<file path="src/design/pmx_pkg.sv">
// constants shared by the port 3 pin-function multiplexer
package pmx_pkg;

  // pin vector layout: index 0 is port2_bit7, indices 1..8 are port3 bits 0..7
  localparam int PIN_COUNT = 9;
  localparam int PIN_P2B7 = 0;
  localparam int PIN_P3B0 = 1;
  localparam int PIN_P3B1 = 2;
  localparam int PIN_P3B2 = 3;
  localparam int PIN_P3B6 = 7;
  localparam int PIN_P3B7 = 8;

  // register bus geometry
  localparam int ADDR_W = 4;
  localparam int DATA_W = 16;

  // register offsets (byte addresses, one word each)
  localparam logic [ADDR_W-1:0] CTRL_OFS = 4'h0;
  localparam logic [ADDR_W-1:0] PIN_LEVEL_OFS = 4'h4;
  localparam logic [ADDR_W-1:0] OWNER_OFS = 4'h8;
  localparam logic [ADDR_W-1:0] DRIVE_OFS = 4'hc;

  // control register fields
  localparam int CTRL_W = 8;
  localparam int CTRL_CLKMON_EN = 0;
  localparam int CTRL_CMP_EN_LSB = 1;
  localparam int CMP_CH_COUNT = 4;
  localparam int CTRL_PULSE_A_EN = 5;
  localparam int CTRL_PULSE_B_EN = 6;
  localparam int CTRL_ADC_TRIG_EN = 7;
  localparam logic [CTRL_W-1:0] CTRL_RESET = 8'h00;

  // status fields beyond the pin vector
  localparam int STAT_ADC_ACTIVE = 9;
  localparam int STAT_ADC_TRIG = 10;

  // reset values
  localparam logic [PIN_COUNT-1:0] PIN_RESET = 9'h000;
  localparam logic [DATA_W-1:0] RDATA_RESET = 16'h0000;

endpackage

</file>
<file path="src/design/pmx_sync3.sv">
// three-stage input synchroniser with agreement filter for the shared pins
`timescale 1ns/100ps
module pmx_sync3
  import pmx_pkg::*;
(
  // clock and control
  input wire logic clk,
  input wire logic nrst,
  input wire logic ce,
  // asynchronous pin levels
  input wire logic [pmx_pkg::PIN_COUNT-1:0] async_in,
  // filtered levels in the clock domain
  output logic [pmx_pkg::PIN_COUNT-1:0] level
);

  logic [PIN_COUNT-1:0] stage1;
  logic [PIN_COUNT-1:0] stage2;
  logic [PIN_COUNT-1:0] stage3;

  always_ff @(posedge clk)
  begin
    if (!nrst)
    begin
      stage1 <= PIN_RESET;
      stage2 <= PIN_RESET;
      stage3 <= PIN_RESET;
    end
    else if (ce)
    begin
      stage1 <= async_in;
      stage2 <= stage1;
      stage3 <= stage2;
    end
  end

  // only stages two and three are compared; stage one feeds nothing else
  always_ff @(posedge clk)
  begin
    if (!nrst)
      level <= PIN_RESET;
    else if (ce)
    begin
      for (int i = 0; i < PIN_COUNT; i++)
      begin
        if (stage2[i] == stage3[i])
          level[i] <= stage3[i];
      end
    end
  end

endmodule

</file>
<file path="src/design/pmx_pin_cell.sv">
// output and enable selection for one shared pin
`timescale 1ns/100ps
module pmx_pin_cell
  import pmx_pkg::*;
(
  // clock and control
  input wire logic clk,
  input wire logic nrst,
  input wire logic ce,
  // selection
  input wire logic own,
  input wire logic periph,
  input wire logic data,
  input wire logic dir,
  // pin drive
  output logic pin_out,
  output logic pin_oe
);

  function automatic logic pick(input logic sel, input logic a, input logic b);
    pick = sel ? a : b;
  endfunction

  // a peripheral that owns the pin always drives it; else port direction decides
  always_ff @(posedge clk)
  begin
    if (!nrst)
    begin
      pin_out <= 1'b0;
      pin_oe <= 1'b0;
    end
    else if (ce)
    begin
      pin_out <= pick(own, periph, data);
      pin_oe <= pick(own, 1'b1, dir);
    end
  end

endmodule

</file>
<file path="src/design/pmx_port3_mux.sv">
// pin-function multiplexer for port2 bit 7 and the eight port 3 pins
//
// Overview of operation
// - while the converter is operating, the synchronised level of the trigger pin is passed to its trigger input.
// - the clock monitor drives port3 bit 1 only while its output is enabled, else the pin is a port bit.
// - port3 bit 2 is a port bit while compare channel 0 output is disabled and carries its event otherwise.
// - port3 bit 3 is a port bit while compare channel 1 output is disabled and carries its event otherwise.
// - port3 bit 4 is a port bit while compare channel 2 output is disabled and carries its event otherwise.
// - port3 bit 5 is a port bit while compare channel 3 output is disabled and carries its event otherwise.
// - port3 bit 6 carries pulse generator 0 wave a while enabled, else it is a port bit.
// - port3 bit 7 carries pulse generator 0 wave b while enabled, else it is a port bit.
//
// Local design decisions: the address map and the plain strobed port.
`timescale 1ns/100ps
module pmx_port3_mux
  import pmx_pkg::*;
(
  // clock, reset, enable
  input wire logic CLK,
  input wire logic NRST,
  input wire logic CE,
  // register bus
  input wire logic [pmx_pkg::ADDR_W-1:0] ADDR,
  input wire logic [pmx_pkg::DATA_W-1:0] WDATA,
  input wire logic WR,
  input wire logic RD,
  output logic [pmx_pkg::DATA_W-1:0] RDATA,
  // port data and direction settings
  input wire logic PORT2_BIT7_DATA,
  input wire logic PORT2_BIT7_DIR,
  input wire logic [7:0] PORT3_DATA,
  input wire logic [7:0] PORT3_DIR,
  // port read-back levels
  output logic PORT2_BIT7_LEVEL,
  output logic [7:0] PORT3_LEVEL,
  // peripheral signals
  input wire logic ADC_ACTIVE,
  output logic ADC_EXTERNAL_TRIGGER,
  input wire logic CLOCK_MONITOR,
  input wire logic [3:0] COMPARE_EVENT,
  input wire logic PULSE_GEN0_WAVE_A,
  input wire logic PULSE_GEN0_WAVE_B,
  // shared pin port2_bit7
  input wire logic PORT2_BIT7_IN,
  output logic PORT2_BIT7_OUT,
  output logic PORT2_BIT7_OE,
  // shared pins port3 bits 0..7
  input wire logic [7:0] PORT3_IN,
  output logic [7:0] PORT3_OUT,
  output logic [7:0] PORT3_OE
);

  //////////////////////////////////////////////////////////////////////////////

  logic [CTRL_W-1:0] ctrl;
  logic [PIN_COUNT-1:0] pin_level;
  logic [PIN_COUNT-1:0] own;
  logic [PIN_COUNT-1:0] periph;
  logic [PIN_COUNT-1:0] port_data;
  logic [PIN_COUNT-1:0] port_dir;
  logic [PIN_COUNT-1:0] pin_out;
  logic [PIN_COUNT-1:0] pin_oe;
  logic [PIN_COUNT-1:0] pin_in;
  logic [PIN_COUNT-1:0] owner_seen;
  logic adc_active_seen;
  logic [DATA_W-1:0] next_rdata;

  function automatic logic hit(input logic [ADDR_W-1:0] a, input logic [ADDR_W-1:0] ofs);
    hit = (a == ofs);
  endfunction

  function automatic logic [DATA_W-1:0] widen(input logic [PIN_COUNT-1:0] v);
    widen = {{(DATA_W-PIN_COUNT){1'b0}}, v};
  endfunction

  //////////////////////////////////////////////////////////////////////////////
  // control register

  always_ff @(posedge CLK)
  begin
    if (!NRST)
      ctrl <= CTRL_RESET;
    else if (CE && WR && hit(ADDR, CTRL_OFS))
      ctrl <= WDATA[CTRL_W-1:0];
  end

  //////////////////////////////////////////////////////////////////////////////
  // read port: data stands in the cycle after the strobe and is held while CE is low

  always_comb
  begin
    next_rdata = RDATA_RESET;
    if (RD)
    begin
      if (hit(ADDR, CTRL_OFS))
        next_rdata = {{(DATA_W-CTRL_W){1'b0}}, ctrl};
      else if (hit(ADDR, PIN_LEVEL_OFS))
      begin
        next_rdata = widen(pin_level);
        next_rdata[STAT_ADC_ACTIVE] = adc_active_seen;
        next_rdata[STAT_ADC_TRIG] = ADC_EXTERNAL_TRIGGER;
      end
      else if (hit(ADDR, OWNER_OFS))
        next_rdata = widen(owner_seen);
      else if (hit(ADDR, DRIVE_OFS))
        next_rdata = widen(pin_oe);
    end
  end

  always_ff @(posedge CLK)
  begin
    if (!NRST)
      RDATA <= RDATA_RESET;
    else if (CE)
      RDATA <= next_rdata;
  end

  //////////////////////////////////////////////////////////////////////////////
  // pin input synchronisation

  assign pin_in = {PORT3_IN, PORT2_BIT7_IN};

  pmx_sync3 u_sync
  (
    .clk(CLK),
    .nrst(NRST),
    .ce(CE),
    .async_in(pin_in),
    .level(pin_level)
  );

  always_ff @(posedge CLK)
  begin
    if (!NRST)
    begin
      PORT2_BIT7_LEVEL <= 1'b0;
      PORT3_LEVEL <= 8'h00;
    end
    else if (CE)
    begin
      PORT2_BIT7_LEVEL <= pin_level[PIN_P2B7];
      PORT3_LEVEL <= pin_level[PIN_P3B7:PIN_P3B0];
    end
  end

  //////////////////////////////////////////////////////////////////////////////
  // converter trigger input

  always_ff @(posedge CLK)
  begin
    if (!NRST)
      adc_active_seen <= 1'b0;
    else if (CE)
      adc_active_seen <= ADC_ACTIVE;
  end

  // trigger pass-through
  // the pin is sampled whatever the port does with it, so an own drive makes triggers
  always_ff @(posedge CLK)
  begin
    if (!NRST)
      ADC_EXTERNAL_TRIGGER <= 1'b0;
    else if (CE)
      ADC_EXTERNAL_TRIGGER <= ADC_ACTIVE & pin_level[PIN_P2B7];
  end

  //////////////////////////////////////////////////////////////////////////////
  // ownership of each pin

  always_comb
  begin
    own = PIN_RESET;
    periph = PIN_RESET;
    // trigger pin not seized
    // the converter only listens, so port2_bit7 stays with the port settings
    own[PIN_P2B7] = 1'b0;
    own[PIN_P3B0] = 1'b0;
    own[PIN_P3B1] = ctrl[CTRL_CLKMON_EN];
    periph[PIN_P3B1] = CLOCK_MONITOR;
    for (int i = 0; i < CMP_CH_COUNT; i++)
    begin
      own[PIN_P3B2+i] = ctrl[CTRL_CMP_EN_LSB+i];
      periph[PIN_P3B2+i] = COMPARE_EVENT[i];
    end
    own[PIN_P3B6] = ctrl[CTRL_PULSE_A_EN];
    periph[PIN_P3B6] = PULSE_GEN0_WAVE_A;
    own[PIN_P3B7] = ctrl[CTRL_PULSE_B_EN];
    periph[PIN_P3B7] = PULSE_GEN0_WAVE_B;
  end

  always_ff @(posedge CLK)
  begin
    if (!NRST)
      owner_seen <= PIN_RESET;
    else if (CE)
      owner_seen <= own;
  end

  //////////////////////////////////////////////////////////////////////////////
  // pin drivers

  assign port_data = {PORT3_DATA, PORT2_BIT7_DATA};
  assign port_dir = {PORT3_DIR, PORT2_BIT7_DIR};

  // port fallback drive
  // one registered stage keeps glitches of the select off the pin
  for (genvar g = 0; g < PIN_COUNT; g++)
  begin : g_cell
    pmx_pin_cell u_cell
    (
      .clk(CLK),
      .nrst(NRST),
      .ce(CE),
      .own(own[g]),
      .periph(periph[g]),
      .data(port_data[g]),
      .dir(port_dir[g]),
      .pin_out(pin_out[g]),
      .pin_oe(pin_oe[g])
    );
  end

  assign PORT2_BIT7_OUT = pin_out[PIN_P2B7];
  assign PORT2_BIT7_OE = pin_oe[PIN_P2B7];
  assign PORT3_OUT = pin_out[PIN_P3B7:PIN_P3B0];
  assign PORT3_OE = pin_oe[PIN_P3B7:PIN_P3B0];

endmodule

</file>
<file path="config.mk">
export PLATFORM = sky130hd
export DESIGN_NAME = pmx_port3_mux
export DESIGN_NICKNAME = d
export VERILOG_FILES = /design/src/design/pmx_pkg.sv /design/src/design/pmx_sync3.sv /design/src/design/pmx_pin_cell.sv /design/src/design/pmx_port3_mux.sv
export SDC_FILE = /design/constraint.sdc
export NUM_CORES = 1
export LEC_CHECK = 0
export BUFFER_PORTS_ARGS = -buffer_cell sky130_fd_sc_hd__buf_2
export CORE_ASPECT_RATIO = 0.9
export CORE_MARGIN = 3
export CORE_UTILIZATION = 24
export DETAILED_ROUTE_END_ITERATION = 12
export SLEW_MARGIN = 5
export SYNTH_ARGS = -nofsm -noshare
export SYNTH_HDL_FRONTEND = slang
export SYNTH_HIERARCHICAL = 1
export SYNTH_SLANG_ARGS = --single-unit
</file>
<file path="constraint.sdc">
create_clock -name CLK -period 2.7 [get_ports CLK]
set_clock_uncertainty 0.15 [all_clocks]
set_input_delay 0.54 -clock CLK [delete_from_list [all_inputs] [get_ports CLK]]
set_output_delay 0.54 -clock CLK [all_outputs]
set_load 0.005 [all_outputs]
</file>
# Yosys cells after proc, flatten, opt, wreduce, memory -nomap -nowiden
# Cells that the tools add are included.
# W data, S select, Z words.
op_classes:
  n_eq_ne: 12
  muxes: 19
  n_bitwise: 1
  reduce_logical: 12
ops:
  columns: ["cell", "n"]
  rows:
  - ["$mux W11", 3]
  - ["$mux W9", 2]
  - ["$reduce_and A2 Y1", 9]
  - ["$mux W1", 14]
  - ["$eq A1 B1 Y1", 9]
  - ["$eq A4 B4 Y1 const B", 2]
  - ["$eq A4 B3 Y1 const B", 1]
  - ["$logic_not A4 Y1", 1]
  - ["$logic_and A1 B1 Y1", 2]
  - ["$and A1 B1 Y1", 1]
totals:
  ff_bits: 96
  inputBits: 60
  output_inout_bits: 44
  elab_cells: 81

# Logic depth before layout (Yosys ltp)
# Gate-level depths: netlist (run 1).
logic_depth:
  depth_word: 6
  depth_mapped: 5
  depth_no_buf: 3

# Hierarchy
# Netlist (run 1), hierarchy kept.
modules_own_cells:
  columns: ["mod", "instances", "cells_each", "area_each_um2", "seq_area_each_um2"]
  rows:
  - ["pmx_port3_mux", 1, 187, 1725.4, 740.7]
  - ["pmx_sync3", 1, 145, 1491.4, 720.7]
  - ["pmx_pin_cell", 9, 8, 73.8, 40.0]

# Least setup slack after synthesis (run 1)
# OpenSTA, ideal clock, no wires.
synth_path:
  path_type: "input -> register"
  start: "input port ADDR[1] in the netlist's numbering"
  end: "register RDATA[0] in the netlist's numbering"
  setup_time_ns: 0.117
  arrival_time_ns: 1.614
  required_ns: 2.433
  setup_slack_ns: 0.819
  path_stages: 4
  path_buffers: 1
  path_cell_list: "or4_1 -> buf_2 -> or2_0 -> a32o_1"
synth_via:
  elab_chain_cells: 6
  word_cells_on_any_way: 9
  cone_classes: "eq/ne: 3; mux: 5; reduce/logical: 1"
synth_rtl:
  columns: ["item", "line_no", "source"]
  rows:
  - ["start, declared", "pmx_port3_mux.sv:23", "input wire logic [pmx_pkg::ADDR_W-1:0] ADDR,"]
  - ["$eq A4 B4 Y1", "pmx_port3_mux.sv:69", "hit = (a == ofs);"]
  - ["$mux W9", "pmx_port3_mux.sv:105", "else if (hit(ADDR, DRIVE_OFS))"]
  - ["$mux W9", "pmx_port3_mux.sv:103", "else if (hit(ADDR, OWNER_OFS))"]
  - ["$mux W11", "pmx_port3_mux.sv:97", "else if (hit(ADDR, PIN_LEVEL_OFS))"]
  - ["$mux W11 *", "pmx_port3_mux.sv:95", "if (hit(ADDR, CTRL_OFS))"]
  - ["$mux W11 *", "pmx_port3_mux.sv:93", "if (RD)"]
  - ["end signal, assigned", "pmx_port3_mux.sv:115", "RDATA <= next_rdata;"]
  - ["end, declared", "pmx_port3_mux.sv:27", "output logic [pmx_pkg::DATA_W-1:0] RDATA,"]
# Every way passes the cells marked *; elsewhere a longest branch is shown, timed or not.
# A chain may end at the register's enable or synchronous reset.

# Worst setup path in the final report (run 1)
layout_path:
  start: "input port ADDR[2] in the netlist's numbering"
  end: "register RDATA[0] in the netlist's numbering"
# Same word-level chain as after synthesis.

==> qor.yml, run 1 <==
status: "complete, no violations"
clockBufferDepth: 2
drc_errors: 0
worst_pin_slew_ps: 670
grt-ovfl-total: 0
cp.arrival_ps: 1890
core_um2: 15600
rsz0062_at_grt: "no"
dr.pass1.iters: 4
multiInputGateArea_um2: 1880
leakagePower_nw: 2.02
peakVddDrop_v: 0.000287
power_density_nw_per_um2: 626
critPathMaxFanout: 22
cp_cell_sequence: "buf_2 > or4_1 > or2_0 > a32o_1"
endpoint_kind: "flop"
slew_violations: 0
crit_required_ps: 2780
syn-instance-count: 404
yosysUniqueCellTypes: 33
vias_per_cell: 4.44
antenna_cells: 0
clk-insertion-delay-late_ps: 340
grt_antenna_before_repair: 1
cp-start-kind: "primary input"
drt-met1-wl_um: 4750
finalNetCount: 555
cts_resized: 0
fmax_ghz: 0.551
final-hold-violation-count: 0
met3RoutedLength_um: 602
setup-violations-final: 0
hold_buffers: 0
fillerInstances: 1637
io_pins: 104
crit_type: "in2reg"
dr_wl_met2_um: 4460
wl_per_cell_um: 14.2
slowest_delay_ps: 580
grt_pass1_wl_um: 15800
dpl.hpwl_um: 7330
grtUsageTotal_pct: 11.3
vias: 3120
areaGrowthSynthToFinish_pct: 25.2
finalSetupTns_ps: 0
layout_common_cells: "dfxtp_1, buf_2, mux2i_1"
cap_violations: 0
hp-class: "in2reg"
routed.top_layer: "met5"
clock-sinks: 91
yosysSeqAreaShare_pct: 46.9
crit_family: "simple AND/OR/NAND/NOR gates"
cp_slowest_cell: "or4_1"
dieWidth_um: 140
pre_cts_slack_ps: 525
ys_ff_latch: 91
gp_congestion: 0.771
port_buffers: 90
grt_max_degree: 37
cts_max_level: 3
die_h_um: 127
layout_min_cycle_time_ps: 1810
slew_headroom_pct: 55.2
antenna_left: 0
cp_num_buf_inv: 1
post-cts-setup-buffers: 0
holdWs_ps: 286
routed_wl_um: 9970
fin_ws_ps: 886
drt_iter0_drc: 166
syn-cell-area_um2: 3880
yosys_warnings: 6
layout_commonest_cell: "dfxtp_1"
final_util_pct: 31.1
clockRootBuffer: "clkbuf_16"
synth_area_per_cell_um2: 9.61
seqCellArea_um2: 1820
cts_tree: "done"
num_rows: 43
start_util_pct: 24.9
min_period_over_period_pct: 67.2
grt_pass1_vias: 3036
dieArea_um2: 17700
cts_made_buffers: 9
finalNonFillerCells: 702
drive_above_1_share_pct: 26.0
dp_cells: 686
clkSlewWorstSetupHoldPaths_ps: 60
-- area by class of cell --
type | count | share of cell area [%]
clock buffers | 10 | 4.92
clock inverters | 6 | 1.93
flip-flops and latches | 91 | 37.5
well taps | 202 | 5.20
inverters | 11 | 0.901
repair buffers | 97 | 10.9
multi-input cells | 285 | 38.6
-- sequential cells by signal (all words and copies together) (netlist names), 7 cells and up --
register / flops
PORT3_LEVEL: 8
owner_seen: 7
u_sync/stage2: 9
g_cell.u_cell/pin_out: 9
u_sync/level: 9
u_sync/stage1: 9
g_cell.u_cell/pin_oe: 9
RDATA: 11
u_sync/stage3: 9
ctrl: 8
-- routing by layer --
metal	track usage, %	up-vias
li1	-	1579
met2	17.5	70
met4	3.53	2
met3	4.45	11
met1	14.6	1458
met5	0	-
-- metrics by stage --
step | cell area (um^2) | total power, mW
floorplan | 3920 | 1.59
global placement | 4530 | 1.68
finish | 4860 | 3.04
global route | 4860 | 3.17
detailed placement | 4530 | 1.69
CTS | 4860 | 3.09
-- cells in the mapped netlist, drive strengths merged --
cell type	instances	area (um^2)
inv	11	43.8
mux2i	53	531
nor2b	28	205
nor2	39	146
conb	1	3.75
o21ai	38	190
a22oi	8	60.1
nor4b	1	15.0
nand4	2	12.5
nor3b	2	15.0
a32o	3	30.0
a31oi	1	6.26
or4b	1	10.0
nor3	2	10.0
or2	2	12.5
buf	19	146
o32ai	9	109
a21boi	11	82.6
a21oi	28	140
dfxtp	91	1820
and3	1	6.26
clkbuf	8	30.0
nand3	9	45.0
or4	1	7.51
mux2	6	67.6
nand2	19	71.3
nand2b	10	62.6
-- kinds of logic after synthesis --
group	Yosys count	share of synthesized area, %
simple gates	117	16.0
compound gates	98	15.9
flops	91	46.9
mux	59	15.4
buf+inv	38	5.67
other cells	1	0.0966
-- power by group --
| group | switching (mW) | leakage [nW] | internal [mW] |
|---|---|---|---|
| sequential | 0.0249 | 0.741 | 1.38 |
| combinational | 0.133 | 1.12 | 0.117 |
| clock | 0.540 | 0.160 | 0.846 |
| total | 0.698 | 2.02 | 2.34 |
-- final timing paths --
check	cells after the start	endpoint	start	slack, ps
hold reg to reg	2	RDATA[7]	RDATA[7]	310
setup / recovery	4	RDATA[0]	ADDR[2]	890
setup reg to reg	3	RDATA[3]	g_cell[3].u_cell/pin_oe	1470
hold / removal	3	u_sync/stage1[5]	PORT3_IN[4]	290
-- worst reg2reg max path: cells and delay by family (launching register included) --
family,cells,cell delay [ps]
compound gates,2,370
mux,1,270
flops,1,330
(Power assumes the default switching activity.)
==> inputs of run 2 (changes only) <==
==> constraint.sdc (replaced) <==
create_clock -name CLK -period 1.5 [get_ports CLK]
set_clock_uncertainty 0.15 [all_clocks]
set_input_delay 0.3 -clock CLK [delete_from_list [all_inputs] [get_ports CLK]]
set_output_delay 0.3 -clock CLK [all_outputs]
set_load 0.005 [all_outputs]
==> qor.yml, run 2 (synthesis results as in run 1) <==
vias: 3229
final-hold-violation-count: 0
crit_required_ps: 1590
cp_cell_sequence: "buf_2 > or4_1 > or2_0 > a32o_1"
cts_max_level: 3
fin_ws_ps: 95.3
crit_family: "simple AND/OR/NAND/NOR gates"
start_util_pct: 24.9
grt_max_degree: 37
drive_above_1_share_pct: 28.6
drt_iter0_drc: 213
cp-start-kind: "primary input"
clkSlewWorstSetupHoldPaths_ps: 70
min_period_over_period_pct: 93.6
leakagePower_nw: 2.12
gp_congestion: 0.832
clk-insertion-delay-late_ps: 350
routed_wl_um: 9970
min_from: "PORT3_IN[5]"
peakVddDrop_v: 0.000588
slew_violations: 0
cap_violations: 0
cp.arrival_ps: 1490
io_pins: 104
dr.pass1.iters: 4
hp-class: "in2reg"
areaGrowthSynthToFinish_pct: 28.9
die_h_um: 127
rsz0062_at_grt: "no"
power_density_nw_per_um2: 1070
rrSetupSlack_ps: 270
grtUsageTotal_pct: 11.5
cp_slowest_cell: "or4_1"
grt_antenna_before_repair: 0
antenna_left: 0
layout_min_cycle_time_ps: 1400
dpl.hpwl_um: 7460
r2r_end: "RDATA[3]"
finalNetCount: 573
cts_made_buffers: 9
num_rows: 43
grt_pass1_wl_um: 16400
hold_end: "u_sync/stage1[6]"
finalNonFillerCells: 720
clockBufferDepth: 2
hold_buffers: 0
pre_cts_slack_ps: -263
setup-violations-final: 0
status: "complete, no violations"
hold_depth: 3
fillerInstances: 1613
fmax_ghz: 0.712
port_buffers: 90
regMostFlops: "RDATA"
endpoint_kind: "flop"
dp_cells: 704
slowest_delay_ps: 590
antenna_cells: 0
holdWs_ps: 38.0
ff2ff_path_depth: 3
dieArea_um2: 17700
critPathMaxFanout: 3
wl_per_cell_um: 13.8
drc_errors: 0
timing.rr.start: "g_cell[3].u_cell/pin_oe"
crit_type: "in2reg"
cts_tree: "done"
core_um2: 15600
post-cts-setup-buffers: 0
final_util_pct: 32.1
largest_reg_flops: 11
clock-sinks: 91
cp_num_buf_inv: 1
grt_pass1_vias: 3153
dieWidth_um: 140
clockRootBuffer: "clkbuf_16"
layout_common_cells: "dfxtp_1, buf_2, mux2i_1"
vias_per_cell: 4.48
grt-ovfl-total: 0
cts_resized: 0
layout_commonest_cell: "dfxtp_1"
[run 2: cell count changes in the layout (fill, tap and decap cells not counted), sizes merged]
cell | previous run | this run
clkinvlp | 1 | 0
bufinv | 2 | 1
clkinv | 0 | 3
buf | 97 | 115
inv | 14 | 13
[run 2: metal layers]
metal  wire (um)  GRT usage [%]
met5           0              0
met1        4630           14.9
met2        4680           18.4
met4         158           3.87
met3         501           3.39
[run 2: stage by stage]
step	total power [mW]	TNS, ps	area [um^2]
finish	5.37	0	5000
CTS	5.46	0	5000
detailed placement	3.08	-2950	4690
floorplan	2.86	-282	3930
global route	5.60	0	5000
global placement	3.06	-2400	4690
[run 2: tightest hold or removal path: cells and delay by family]
kind / cells / cell delay (ps)
buffers and inverters: 1 / 70
multiplexers: 1 / 60
AND/OR/NAND/NOR: 1 / 70
[run 2: cell type report]
class	count	area [um^2]	share of cell area (%)
Tap cell	202	253	5.05
Clock inverter	6	72.6	1.45
Timing Repair Buffer	115	691	13.8
Multi-Input combinational cell	285	1880	37.6
Sequential cell	91	1820	36.4
Clock buffer	10	239	4.78
Inverter	11	43.8	0.876
[run 2: report_power, final]
group	internal, mW	total [mW]	switching, mW	leakage (nW)
sequential	2.48	2.53	0.0472	0.741
combinational	0.245	0.490	0.245	1.22
clock	1.36	2.35	0.991	0.155
total	4.09	5.37	1.28	2.12
[run 2: worst max path at each step]
stage | from | to | slack, ps | depth (start not counted)
6_report | ADDR[1] | RDATA[0] | 100 | 4
5_1_grt | ADDR[1] | RDATA[7] | 30 | 5
3_5_place_dp | ADDR[1] | RDATA[1] | -260 | 4
3_3_place_gp | ADDR[1] | RDATA[1] | -220 | 4
4_1_cts | ADDR[1] | RDATA[1] | 100 | 4
2_1_floorplan | ADDR[1] | RDATA[1] | -140 | 4
==> inputs of run 3 (changes only) <==
--- a/config.mk
+++ b/config.mk
@@ -9,6 +9,7 @@
 export CORE_ASPECT_RATIO = 0.9
 export CORE_MARGIN = 3
 export CORE_UTILIZATION = 24
+export CTS_BUF_LIST = sky130_fd_sc_hd__clkbuf_4 sky130_fd_sc_hd__clkbuf_8
 export DETAILED_ROUTE_END_ITERATION = 12
 export SLEW_MARGIN = 5
 export SYNTH_ARGS = -nofsm -noshare
==> qor.yml, run 3 (synthesis results as in run 1) <==
grt_max_degree: 37
finalNetCount: 581
finalSetupTns_ps: 0
dr.pass1.iters: 4
status: "complete, no violations"
layout_commonest_cell: "dfxtp_1"
p_total_mw: 4.79
clockRootBuffer: "clkbuf_8"
cp_slowest_cell: "or4_1"
largest_reg_flops: 11
r2r_end: "RDATA[3]"
hold_end: "u_sync/stage1[2]"
core_um2: 15600
grt_antenna_before_repair: 0
seqCellArea_um2: 1820
grt-ovfl-total: 0
routed_wl_um: 9980
clk-insertion-delay-late_ps: 370
setup-violations-final: 0
antenna_left: 0
num_rows: 43
io_pins: 104
timing.rr.start: "g_cell[3].u_cell/pin_oe"
met3RoutedLength_um: 541
endpoint_kind: "flop"
start_util_pct: 24.9
drive_above_1_share_pct: 28.1
dr_wl_met2_um: 4640
hp-class: "in2reg"
cp_cell_sequence: "buf_2 > or4_1 > or2_0 > a32o_1"
slew_violations: 0
antenna_cells: 0
dpl.hpwl_um: 7460
drt_iter0_drc: 199
min_from: "PORT3_IN[1]"
fillerInstances: 1625
crit_required_ps: 1620
wl_per_cell_um: 13.7
clock-sinks: 91
min_period_over_period_pct: 91.7
finalNonFillerCells: 728
cts_max_level: 3
cts_resized: 0
cts_tree: "done"
peakVddDrop_v: 0.000429
grt_pass1_vias: 3159
holdWs_ps: 31.3
grtUsageTotal_pct: 11.5
cp-start-kind: "primary input"
die_h_um: 127
port_buffers: 90
cts_made_buffers: 9
leakagePower_nw: 2.10
finalInstanceArea_um2: 4980
hold_depth: 3
gp_congestion: 0.832
multiInputGateArea_um2: 1880
layout_min_cycle_time_ps: 1380
dieWidth_um: 140
clkSlewWorstSetupHoldPaths_ps: 90
crit_type: "in2reg"
regMostFlops: "RDATA"
dieArea_um2: 17700
fmax_ghz: 0.727
drt-met1-wl_um: 4620
final-hold-violation-count: 0
dp_cells: 704
rsz0062_at_grt: "no"
slowest_delay_ps: 590
cap_violations: 0
vias_per_cell: 4.46
clockBufferDepth: 2
power_density_nw_per_um2: 963
vias: 3248
drc_errors: 0
grt_pass1_wl_um: 16400
areaGrowthSynthToFinish_pct: 28.3
layout_common_cells: "dfxtp_1, buf_2, mux2i_1"
ff2ff_path_depth: 3
rrSetupSlack_ps: 270
cp.arrival_ps: 1490
critPathMaxFanout: 3
placed_cell_area_um2: 4690
routed.top_layer: "met4"
-- run 3: critical path: cells and delay by family --
| kind | cells | cell delay (ps) |
|---|---|---|
| buffers and inverters | 1 | 100 |
| AND/OR/NAND/NOR | 2 | 840 |
| AO/OA/AOI/OAI | 1 | 250 |
-- run 3: repair_timing --
action / CTS / global route
hold buffers: 8 / 0
setup buffers: 0 / 0
hold endpoints to repair: 8 / 0
-- run 3: final cells by class --
type	instances	share of cell area, %
Timing Repair Buffer	123	15.5
Clock buffer	10	2.76
Multi-Input combinational cell	285	37.8
Tap cell	202	5.08
Sequential cell	91	36.6
Clock inverter	6	1.46
Inverter	11	0.879
-- run 3: how the worst max path moves through the flow --
stage / start / endpoint / depth (start not counted)
2_1_floorplan: ADDR[1] / RDATA[1] / 4
3_3_place_gp: ADDR[1] / RDATA[1] / 4
3_5_place_dp: ADDR[1] / RDATA[1] / 4
4_1_cts: g_cell[0].u_cell/pin_oe / PORT2_BIT7_OE / 1
5_1_grt: g_cell[0].u_cell/pin_oe / PORT2_BIT7_OE / 1
6_report: ADDR[1] / RDATA[0] / 4
-- run 3: routing by layer --
layer  track usage (%)  up-vias
met5                 0        -
met4              3.93        0
met3              3.51       12
met2              18.2       79
met1              15.0     1519
li1                  -     1638
-- run 3: where the power goes --
group / switching, mW / internal (mW) / total, mW
Clock: 0.923 / 0.836 / 1.76
Sequential: 0.0470 / 2.48 / 2.53
Combinational: 0.247 / 0.258 / 0.505
Total: 1.22 / 3.58 / 4.79
-- run 3: stage by stage --
stage	setup slack (ps)	utilization, %
2_1_floorplan	-141	-
3_3_place_gp	-222	30.1
3_5_place_dp	-263	30.1
4_1_cts	88.6	31.9
5_1_grt	63.8	31.9
6_report	125	31.9
